## config.mk

```make
export PLATFORM = sky130hd
export DESIGN_NAME = abu_top
export DESIGN_NICKNAME = d
export VERILOG_FILES = /design/src/verilog/abu_pkg.sv /design/src/verilog/abu_sync3.sv /design/src/verilog/abu_top.sv
export SDC_FILE = /design/constraint.sdc
export NUM_CORES = 1
export LEC_CHECK = 0
export BUFFER_PORTS_ARGS = -buffer_cell sky130_fd_sc_hd__buf_2
export CORE_MARGIN = 2
export CORE_UTILIZATION = 43
export DETAILED_ROUTE_END_ITERATION = 7
export PLACE_DENSITY = 0.76
export SLEW_MARGIN = 10
export SYNTH_ARGS = -nofsm -noshare
export SYNTH_HDL_FRONTEND = slang
export SYNTH_SLANG_ARGS = --single-unit
```

## constraint.sdc

```tcl
create_clock -name clk -period 2.4 [get_ports clk]
set_clock_uncertainty 0.2 [all_clocks]
set_input_delay 0.48 -clock clk [delete_from_list [all_inputs] [get_ports clk]]
set_output_delay 0.48 -clock clk [all_outputs]
set_load 0.02 [all_outputs]
```

## src/verilog/abu_pkg.sv

```systemverilog
// Purpose: constants and types for the address breakpoint unit
// Assumes: AHB-Lite register access, 32-bit words, one register per word
// Notes:
package abu_pkg;
  localparam logic [7:0] ABU_OFS_CTRL   = 8'h00;
  localparam logic [7:0] ABU_OFS_ADDRH  = 8'h04;
  localparam logic [7:0] ABU_OFS_ADDRL  = 8'h08;
  localparam logic [7:0] ABU_OFS_WSTAT  = 8'h0C;
  localparam logic [7:0] ABU_OFS_FCLR   = 8'h10;
  localparam logic [7:0] ABU_OFS_ISTAT  = 8'h14;
  localparam logic [7:0] ABU_OFS_IMASK  = 8'h18;

  localparam int ABU_BIT_ENABLE  = 7;
  localparam int ABU_BIT_ACTIVE  = 6;
  localparam int ABU_BIT_WEXIT   = 1;
  localparam int ABU_BIT_CLREN   = 7;
  localparam int ABU_BIT_EVMATCH = 0;
  localparam int ABU_BIT_EVSOFT  = 1;
  localparam int ABU_BIT_EVWAIT  = 2;

  localparam logic [7:0] ABU_RST_BYTE = 8'h00;
  localparam logic [2:0] ABU_RST_EV   = 3'h0;
  localparam int ABU_EV_W = 3;

  localparam logic [1:0] ABU_HTRANS_NONSEQ = 2'h2;
  localparam logic [2:0] ABU_HSIZE_WORD    = 3'h2;

  typedef struct packed {
    logic [15:0] addr;
    logic        valid;
    logic        opcode;
  } abu_fetch_t;

  typedef struct packed {
    logic halt_timers;
    logic watchdog_off;
    logic flag_clear_ok;
  } abu_ctl_t;

  typedef enum logic [1:0] {ABU_IDLE, ABU_PEND, ABU_BREAK} abu_state_t;
endpackage

```

## src/verilog/abu_sync3.sv

```systemverilog
// Purpose: three-stage synchroniser with agreement filter
// Assumes: input from outside the clock domain
// Notes: output changes once stages two and three agree
`timescale 1ns/10ps
module abu_sync3
(
  input  wire logic clk,
  input  wire logic reset,
  input  wire logic async_in,
  output logic      sync_out
);
  logic s1_q;
  logic s2_q;
  logic s3_q;
  logic out_q;

  always_ff @(posedge clk or posedge reset)
  begin
    if (reset)
    begin
      s1_q  <= 1'b0;
      s2_q  <= 1'b0;
      s3_q  <= 1'b0;
      out_q <= 1'b0;
    end
    else
    begin
      s1_q <= async_in;
      s2_q <= s1_q;
      s3_q <= s2_q;
      if (s2_q == s3_q)
        out_q <= s3_q;
    end
  end

  assign sync_out = out_q;
endmodule

```

## src/verilog/abu_top.sv

```systemverilog
// Purpose: address breakpoint unit with AHB-Lite register slave
// Assumes: single clock, asynchronous active-high reset
// Notes: break request is a one-cycle pulse to the integration logic
`timescale 1ns/10ps
module abu_top
(
  input  wire logic             clk,
  input  wire logic             reset,
  input  wire logic             hsel,
  input  wire logic [31:0]      haddr,
  input  wire logic [1:0]       htrans,
  input  wire logic             hwrite,
  input  wire logic [2:0]       hsize,
  input  wire logic [31:0]      hwdata,
  input  wire logic             hready,
  output logic [31:0]           hrdata,
  output logic                  hreadyout,
  output logic                  hresp,
  input  wire abu_pkg::abu_fetch_t fetch,
  input  wire logic             instr_boundary,
  input  wire logic             break_return,
  input  wire logic             wait_mode,
  input  wire logic             emulation_mode,
  input  wire logic             high_test_voltage,
  output logic                  break_request,
  output logic                  break_opcode,
  output abu_pkg::abu_ctl_t     ctl,
  output logic                  irq
);
  logic [7:0]  addr_hi_q;
  logic [7:0]  addr_lo_q;
  logic        enable_q;
  logic        active_q;
  logic        clr_en_q;
  logic        wexit_q;
  logic [2:0]  ev_q;
  logic [2:0]  mask_q;
  logic        soft_pend_q;
  logic        req_q;
  logic        req_op_q;
  logic [15:0] prev_addr_q;
  logic        prev_valid_q;
  logic        wr_q;
  logic [7:0]  wofs_q;
  logic [31:0] rdata_q;
  abu_pkg::abu_state_t state_q;
  abu_pkg::abu_state_t state_d;

  logic htv_sync;

  abu_sync3 u_htv_sync
  (
    .clk      (clk),
    .reset    (reset),
    .async_in (high_test_voltage),
    .sync_out (htv_sync)
  );

  // bus decode
  wire        bus_go   = hsel && hready && (htrans == abu_pkg::ABU_HTRANS_NONSEQ);
  wire        wr_go    = bus_go && hwrite && (hsize == abu_pkg::ABU_HSIZE_WORD);
  wire        rd_go    = bus_go && !hwrite;
  wire [7:0]  aofs     = haddr[7:0];
  wire [7:0]  wbyte    = hwdata[7:0];
  wire        wr_ctrl  = wr_q && (wofs_q == abu_pkg::ABU_OFS_CTRL);
  wire        wr_hi    = wr_q && (wofs_q == abu_pkg::ABU_OFS_ADDRH);
  wire        wr_lo    = wr_q && (wofs_q == abu_pkg::ABU_OFS_ADDRL);
  wire        wr_fclr  = wr_q && (wofs_q == abu_pkg::ABU_OFS_FCLR);
  wire        wr_istat = wr_q && (wofs_q == abu_pkg::ABU_OFS_ISTAT);
  wire        wr_imask = wr_q && (wofs_q == abu_pkg::ABU_OFS_IMASK);

  // match detection, one pulse per new matching access
  wire [15:0] brk_addr  = {addr_hi_q, addr_lo_q};
  wire        new_acc   = fetch.valid && !(prev_valid_q && prev_addr_q == fetch.addr);
  wire        hit       = enable_q && fetch.valid && (fetch.addr == brk_addr);
  wire        match_ev  = hit && new_acc;
  wire        soft_set  = wr_ctrl && wbyte[abu_pkg::ABU_BIT_ACTIVE] && !active_q;
  wire        soft_go   = soft_pend_q && instr_boundary;
  wire        in_break  = (state_q == abu_pkg::ABU_BREAK);
  wire        wexit_ev  = (match_ev || soft_go) && wait_mode && emulation_mode;
  wire [2:0]  ev_new    = {wexit_ev, soft_set, match_ev};

  // break state sequencing
  always_comb
  begin
    state_d = state_q;
    case (state_q)
      abu_pkg::ABU_IDLE:
        if (match_ev || soft_go)
          state_d = abu_pkg::ABU_BREAK;
        else if (soft_pend_q)
          state_d = abu_pkg::ABU_PEND;
      abu_pkg::ABU_PEND:
        if (soft_go)
          state_d = abu_pkg::ABU_BREAK;
      abu_pkg::ABU_BREAK:
        if (break_return)
          state_d = abu_pkg::ABU_IDLE;
      default:
        state_d = abu_pkg::ABU_IDLE;
    endcase
  end

  always_ff @(posedge clk or posedge reset)
  begin
    if (reset)
    begin
      state_q      <= abu_pkg::ABU_IDLE;
      prev_addr_q  <= 16'h0000;
      prev_valid_q <= 1'b0;
      req_q        <= 1'b0;
      req_op_q     <= 1'b0;
      soft_pend_q  <= 1'b0;
    end
    else
    begin
      state_q      <= state_d;
      prev_addr_q  <= fetch.addr;
      prev_valid_q <= fetch.valid;
      req_q        <= match_ev || soft_go;
      req_op_q     <= match_ev ? fetch.opcode : soft_go;
      soft_pend_q  <= soft_set || (soft_pend_q && !instr_boundary);
    end
  end

  // control, address and flag registers
  always_ff @(posedge clk or posedge reset)
  begin
    if (reset)
    begin
      enable_q  <= 1'b0;
      active_q  <= 1'b0;
      addr_hi_q <= abu_pkg::ABU_RST_BYTE;
      addr_lo_q <= abu_pkg::ABU_RST_BYTE;
      clr_en_q  <= 1'b0;
      wexit_q   <= 1'b0;
    end
    else
    begin
      if (wr_ctrl)
        enable_q <= wbyte[abu_pkg::ABU_BIT_ENABLE];
      if (match_ev || soft_set)
        active_q <= 1'b1;
      else if (wr_ctrl && !wbyte[abu_pkg::ABU_BIT_ACTIVE])
        active_q <= 1'b0;
      if (wr_hi)
        addr_hi_q <= wbyte;
      if (wr_lo)
        addr_lo_q <= wbyte;
      if (wr_fclr)
        clr_en_q <= wbyte[abu_pkg::ABU_BIT_CLREN];
      if (wexit_ev)
        wexit_q <= 1'b1;
      else if (match_ev || soft_go)
        wexit_q <= 1'b0;
    end
  end

  // interrupt status and mask, set wins over write-one-to-clear
  always_ff @(posedge clk or posedge reset)
  begin
    if (reset)
    begin
      ev_q   <= abu_pkg::ABU_RST_EV;
      mask_q <= abu_pkg::ABU_RST_EV;
    end
    else
    begin
      ev_q <= ev_new | (ev_q & ~(wr_istat ? hwdata[abu_pkg::ABU_EV_W-1:0] : 3'h0));
      if (wr_imask)
        mask_q <= hwdata[abu_pkg::ABU_EV_W-1:0];
    end
  end

  // read mux
  wire [7:0]  ctrl_rd  = {active_q ? 1'b1 : 1'b0, 7'h00} >> 1
                         | {enable_q, 7'h00};
  wire [7:0]  wstat_rd = emulation_mode ? {6'h00, wexit_q, 1'b0} : 8'h00;
  wire [7:0]  rd_byte  =
      (aofs == abu_pkg::ABU_OFS_CTRL)  ? ctrl_rd :
      (aofs == abu_pkg::ABU_OFS_ADDRH) ? addr_hi_q :
      (aofs == abu_pkg::ABU_OFS_ADDRL) ? addr_lo_q :
      (aofs == abu_pkg::ABU_OFS_WSTAT) ? wstat_rd :
      (aofs == abu_pkg::ABU_OFS_FCLR)  ? {clr_en_q, 7'h00} :
      (aofs == abu_pkg::ABU_OFS_ISTAT) ? {5'h00, ev_q} :
      (aofs == abu_pkg::ABU_OFS_IMASK) ? {5'h00, mask_q} : 8'h00;

  always_ff @(posedge clk or posedge reset)
  begin
    if (reset)
    begin
      wr_q    <= 1'b0;
      wofs_q  <= 8'h00;
      rdata_q <= 32'h00000000;
    end
    else
    begin
      wr_q   <= wr_go;
      wofs_q <= aofs;
      if (rd_go)
        rdata_q <= {24'h000000, rd_byte};
    end
  end

  assign hrdata        = rdata_q;
  assign hreadyout     = 1'b1;
  assign hresp         = 1'b0;
  assign break_request = req_q;
  assign break_opcode  = req_op_q;
  assign ctl.halt_timers   = in_break;
  assign ctl.watchdog_off  = in_break && htv_sync;
  assign ctl.flag_clear_ok = !in_break || clr_en_q;
  assign irq           = |(ev_q & mask_q);
endmodule
```

# Yosys cells after proc, flatten, opt, wreduce, memory -nomap -nowiden
# Cells that the tools add are included.
# totals
rom_bits,0
output_inout_bits,40
latch_bits,0
memories,0
inputBits,97
word_cells,108
reg_bits,69
ram_bits,0
# classes
n_mul,0
eq_ne,21
reduce_logical,41
n_addsub,0
n_mux,20
shift,0
div_mod_pow,0
bitwise,5
order_cmp,0
# ops
cell,count
== test 8 x 5 -> 1 bit (second input constant),6
2-to-1 mux 8 bit,5
== test 16 bit,2
== test 8 x 4 -> 1 bit (second input constant),3
logical AND 1 bit,24
== test 8 x 3 -> 1 bit (second input constant),2
zero test 8 bit,2
2-to-1 mux 2 bit,5
2-to-1 mux 3 bit,3
OR 7 x 8 -> 8 bit,1
bitwise AND 3 bit,2
zero test 1 bit,6
2-to-1 mux 1 bit,6
case mux 2 bit (3 select lines),1
== test 2 bit (second input constant),2
logical OR 1 bit,4
!= test 2 bit (second input constant),2
nonzero test 2 bit,2
== test 3 x 2 -> 1 bit (second input constant),1
!= test 3 bit (second input constant),1
inverter 3 bit,1
OR 3 bit,1
AND reduction 3 bit,1
OR reduction 3 bit,1
3 further kinds,3

# Longest topological paths before layout
# logic_depth
ltp_word,9
ltp_mapped,6
depth_no_buf,6

# Hierarchy
# Synthesis repeated with hierarchy kept, for this count alone.
# hier_totals
cells_unflattened,268
hier_area_um2,3158.0
# by_module_without_submodules
mod,area_per_inst_um2,cells_each,seq_area_each_um2,instances
abu_top,3042.9,262,1626.6,1
abu_sync3,115.1,6,100.1,1

# Worst setup path after synthesis
# Ideal clock, no wire load.
# synth_path
path_type,input port to flip-flop
from,input port fetch[13] (netlist name)
to,register ev_q[2]
t_required_ps,2079
path_stages,6
arrival_ps,1645
setup_ps,121
path_slack_ps,434
path_cell_list,xor2_1 nor4_4 nand3_2 o211ai_4 nand2_4 a32o_2
# synth_via
elab_chain_cells,9
elab_cells_between_ends,11
classes_between,2 x eq/ne; 1 x bitwise; 8 x reduce/logical
# synth_lines
item,line_no,text
from (decl),abu_top.sv:19,"input wire abu_pkg::abu_fetch_t fetch,"
== test 16 bit,abu_top.sv:74,wire new_acc = fetch.valid && !(prev_valid_q && prev_addr_q == fetch.addr);
logical AND 1 bit,abu_top.sv:74,
zero test 1 bit,abu_top.sv:74,
logical AND 1 bit,abu_top.sv:74,
logical AND 1 bit (*),abu_top.sv:76,wire match_ev = hit && new_acc;
logical OR 1 bit (*),abu_top.sv:80,wire wexit_ev = (match_ev || soft_go) && wait_mode && emulation_mode;
logical AND 1 bit (*) (2 in a row),abu_top.sv:80,
OR 3 bit (*),abu_top.sv:169,ev_q <= ev_new | (ev_q & ~(wr_istat ? hwdata[abu_pkg::ABU_EV_W-1:0] : 3'h0));
to (signal assigned),abu_top.sv:164,ev_q <= abu_pkg::ABU_RST_EV;
to (signal assigned),abu_top.sv:169,
to (decl),abu_top.sv:36,logic [2:0] ev_q;
# Every way passes the cells marked *; elsewhere a longest branch is shown, timed or not.
# A chain may end at the register's enable or synchronous reset.

# Final worst setup path
# layout_path
from,register ev_q[0]
to,output port irq
# layout_via
elab_chain_cells,2
# layout_lines
item,line_no,text
bitwise AND 3 bit,abu_top.sv:213,assign irq = |(ev_q & mask_q);
OR reduction 3 bit,abu_top.sv:213,
to (decl),abu_top.sv:28,output logic irq
# Every way passes these cells.

==> flow_summary.json <==
{
  "arrival_ns": 1.34,
  "cts_setup_buffers": 0,
  "hold_path_class": "input pin to register",
  "wire_per_inst_um": 14.7,
  "whs_ns": 0.0321,
  "cts_tree": "built",
  "fp.dieH_um": 90.5,
  "drv_cap": 0,
  "synth_area_leader_cell": "dfrtp_1",
  "power.switching_mw": 0.598,
  "drive_gt1_frac": 0.328,
  "io_pins": 137,
  "clock_sinks": 69,
  "nNetsFinal": 446,
  "dp_worst_setup_slack_ns": 0.139,
  "worst-path-max-fanout": 3,
  "fin_cells": 453,
  "rr_startpoint": "wofs_q[6]",
  "syn_inst": 278,
  "yosysUniqueCellTypes": 44,
  "clk_pin_slew_worst_paths_ns": 0.08,
  "period_needed_ns": 2.02,
  "finalCritPeriodShare": 0.842,
  "worst_slack_ns": 0.379,
  "leakage_nw": 1.80,
  "grt_antenna_before_repair": 0,
  "dp.cells": 436,
  "ir_drop_uv": 374,
  "startpoint_type": "register",
  "drt_iter0_drc": 130,
  "setup_viol": 0,
  "wirelength_um": 6660,
  "max_freq_mhz": 495,
  "cts_hold_buf": 1,
  "cts_buffer_depth": 2,
  "start_util": 0.444,
  "p_comb_frac": 0.087,
  "grt_pass1_vias": 2141,
  "rows": 31,
  "slew_headroom": 0.611,
  "dieArea_um2": 8190,
  "tns_ns": 0,
  "drc": 0,
  "gr-total-overflow": 0,
  "rsz0062_at_grt": "false",
  "routabilityCongestion": 0.870,
  "fp.dieW_um": 90.5,
  "gr-usage-all-layers": 0.175,
  "path_class": "register to output port",
  "cts-resized-gates": 0,
  "grt_pass1_wl_um": 10800,
  "synth_top_area_frac": 0.537,
  "cts_root_buf": "clkbuf_8",
  "vias_per_cell": 4.98,
  "synth-seq-cells": 69,
  "clkPwrFrac": 0.423,
  "ys_warn_count": 0,
  "slew_violations": 0,
  "synth_enable_flop_cells": 0,
  "synthArstFlopShare": 1.00,
  "cts_buffers": 9,
  "via_count": 2255,
  "netlist_area_um2": 3220,
  "hp-start": "high_test_voltage",
  "first_pass_iters": 4,
  "status": "completed",
  "final_common_cell": "dfrtp_1",
  "cts_htree_levels": 3,
  "placeableCoreArea_um2": 7250,
  "critPathRequiredTime_ns": 1.72,
  "fill_cells": 660,
  "syn_avg_cell_area_um2": 11.6,
  "syn_to_final_growth_pct": 18.4,
  "worst_setup_path_end_kind": "output port",
  "port_buffers": 62,
  "p_per_area_nw_per_um2": 653,
  "finalHoldViolCount": 0,
  "cp-startpoint": "ev_q[0]",
  "p_sw_frac": 0.241,
  "ant_nets": 0,
  "power_frac_seq": 0.490,
  "internal_power_mw": 1.89,
  "synthFlopType": "dfrtp_1",
  "hpwl_um": 5060,
  "worstMarginPinSlew_ns": 0.583,
  "synth_seq_area_share": 0.537,
  "grt_max_degree": 31,
  "insertion_delay_ns": 0.35,
  "num_antenna_cells": 0,
  "synthTopCellsByArea": "dfrtp_1 (54%), mux2_2 (7.0%), buf_4 (6.3%), xnor2_1 (4.6%), xor2_1 (4.1%)",
  "final_cell_mix": "dfrtp_1 (69), buf_2 (62), conb_1 (26)"
}
## registers in the layout, summed over array words and instances, names as in the netlist, 2 cells and up
signal and flops:
addr_hi_q 8, addr_lo_q 8, state_q 2, ev_q 3, hrdata 8, prev_addr_q 16
wofs_q 8, mask_q 3
## final timing paths
path,endpoint,slack [ns],cells past startpoint
worst min register to register,u_htv_sync.s2_q,0.15,0
worst max register to register,addr_hi_q[4],0.38,4
worst max-delay path,irq,0.38,3
max in group asynchronous,wofs_q[6],0.89,4
worst min-delay path,u_htv_sync.s1_q,0.03,1
min in group asynchronous,prev_addr_q[15],0.54,3
## per-stage QoR
stage                      util  instance area, um2  total power [mW]
after floorplan               -                3310              1.40
after global placement    0.493                3570              1.45
final                     0.525                3810              2.49
after detailed placement  0.493                3570              1.45
after global routing      0.525                3810              2.60
after CTS                 0.525                3810              2.51
## per-layer routing
| metal | vias to the layer above | wire [um] | track usage |
|---|---|---|---|
| li1 | 1064 | - | - |
| met1 | 1087 | 2910 | 0.243 |
| met2 | 91 | 3170 | 0.256 |
| met3 | 13 | 450 | 0.0551 |
| met4 | 0 | 138 | 0.0667 |
| met5 | - | 0 | 0 |
## power groups by stage
stage                     logic, mW  registers [mW]  clock network, mW
final                         0.216            1.22               1.05
after floorplan               0.162            1.23                  0
after detailed placement      0.215            1.24                  0
after global routing          0.241            1.22               1.14
after CTS                     0.218            1.22               1.07
after global placement        0.211            1.24                  0
## synthesized netlist by cell type (2+ instances only)
master     n
dfrtp_1   69
buf_4     27
nand2_1   22
mux2_2    20
xnor2_1   17
xor2_1    15
inv_1      9
o21ai_0    9
nand3_1    8
nor2_1     8
a21oi_1    6
nor4_1     6
and3_1     5
nor3_1     5
a221oi_1   4
and2_1     4
clkbuf_1   4
a22oi_1    3
nand4_1    3
buf_2      2
conb_1     2
mux2i_1    2
nand2b_1   2
nand3_2    2
nor2b_1    2
nor3_2     2
o31ai_1    2
o41ai_1    2
## worst max-delay path: stages (launching register included)
cell and delay [ns]:
dfrtp_1 0.40, a222oi_1 0.36, inv_1 0.07, buf_2 0.16
## kinds of logic after synthesis
family	Yosys count	share of synthesized area
muxes	22	0.0762
and+or+nand+nor	76	0.135
other	2	0.00233
xor gates and xnor gates	32	0.0871
buffers and inverters	42	0.0813
AOI/OAI and AO/OA	34	0.0778
DFF	69	0.537
adders and majority gates	1	0.00311
## area by class of cell
type                            count  area (um2)  share of cell area
Inverter                            9        37.5             0.00986
Clock buffer                       10         138              0.0361
Multi-Input combinational cell    191        1320               0.346
Timing Repair Buffer               69         378              0.0992
Sequential cell                    69        1730               0.453
Tap cell                           99         124              0.0325
Clock inverter                      6        86.3              0.0227
(Power assumes the default switching activity.)
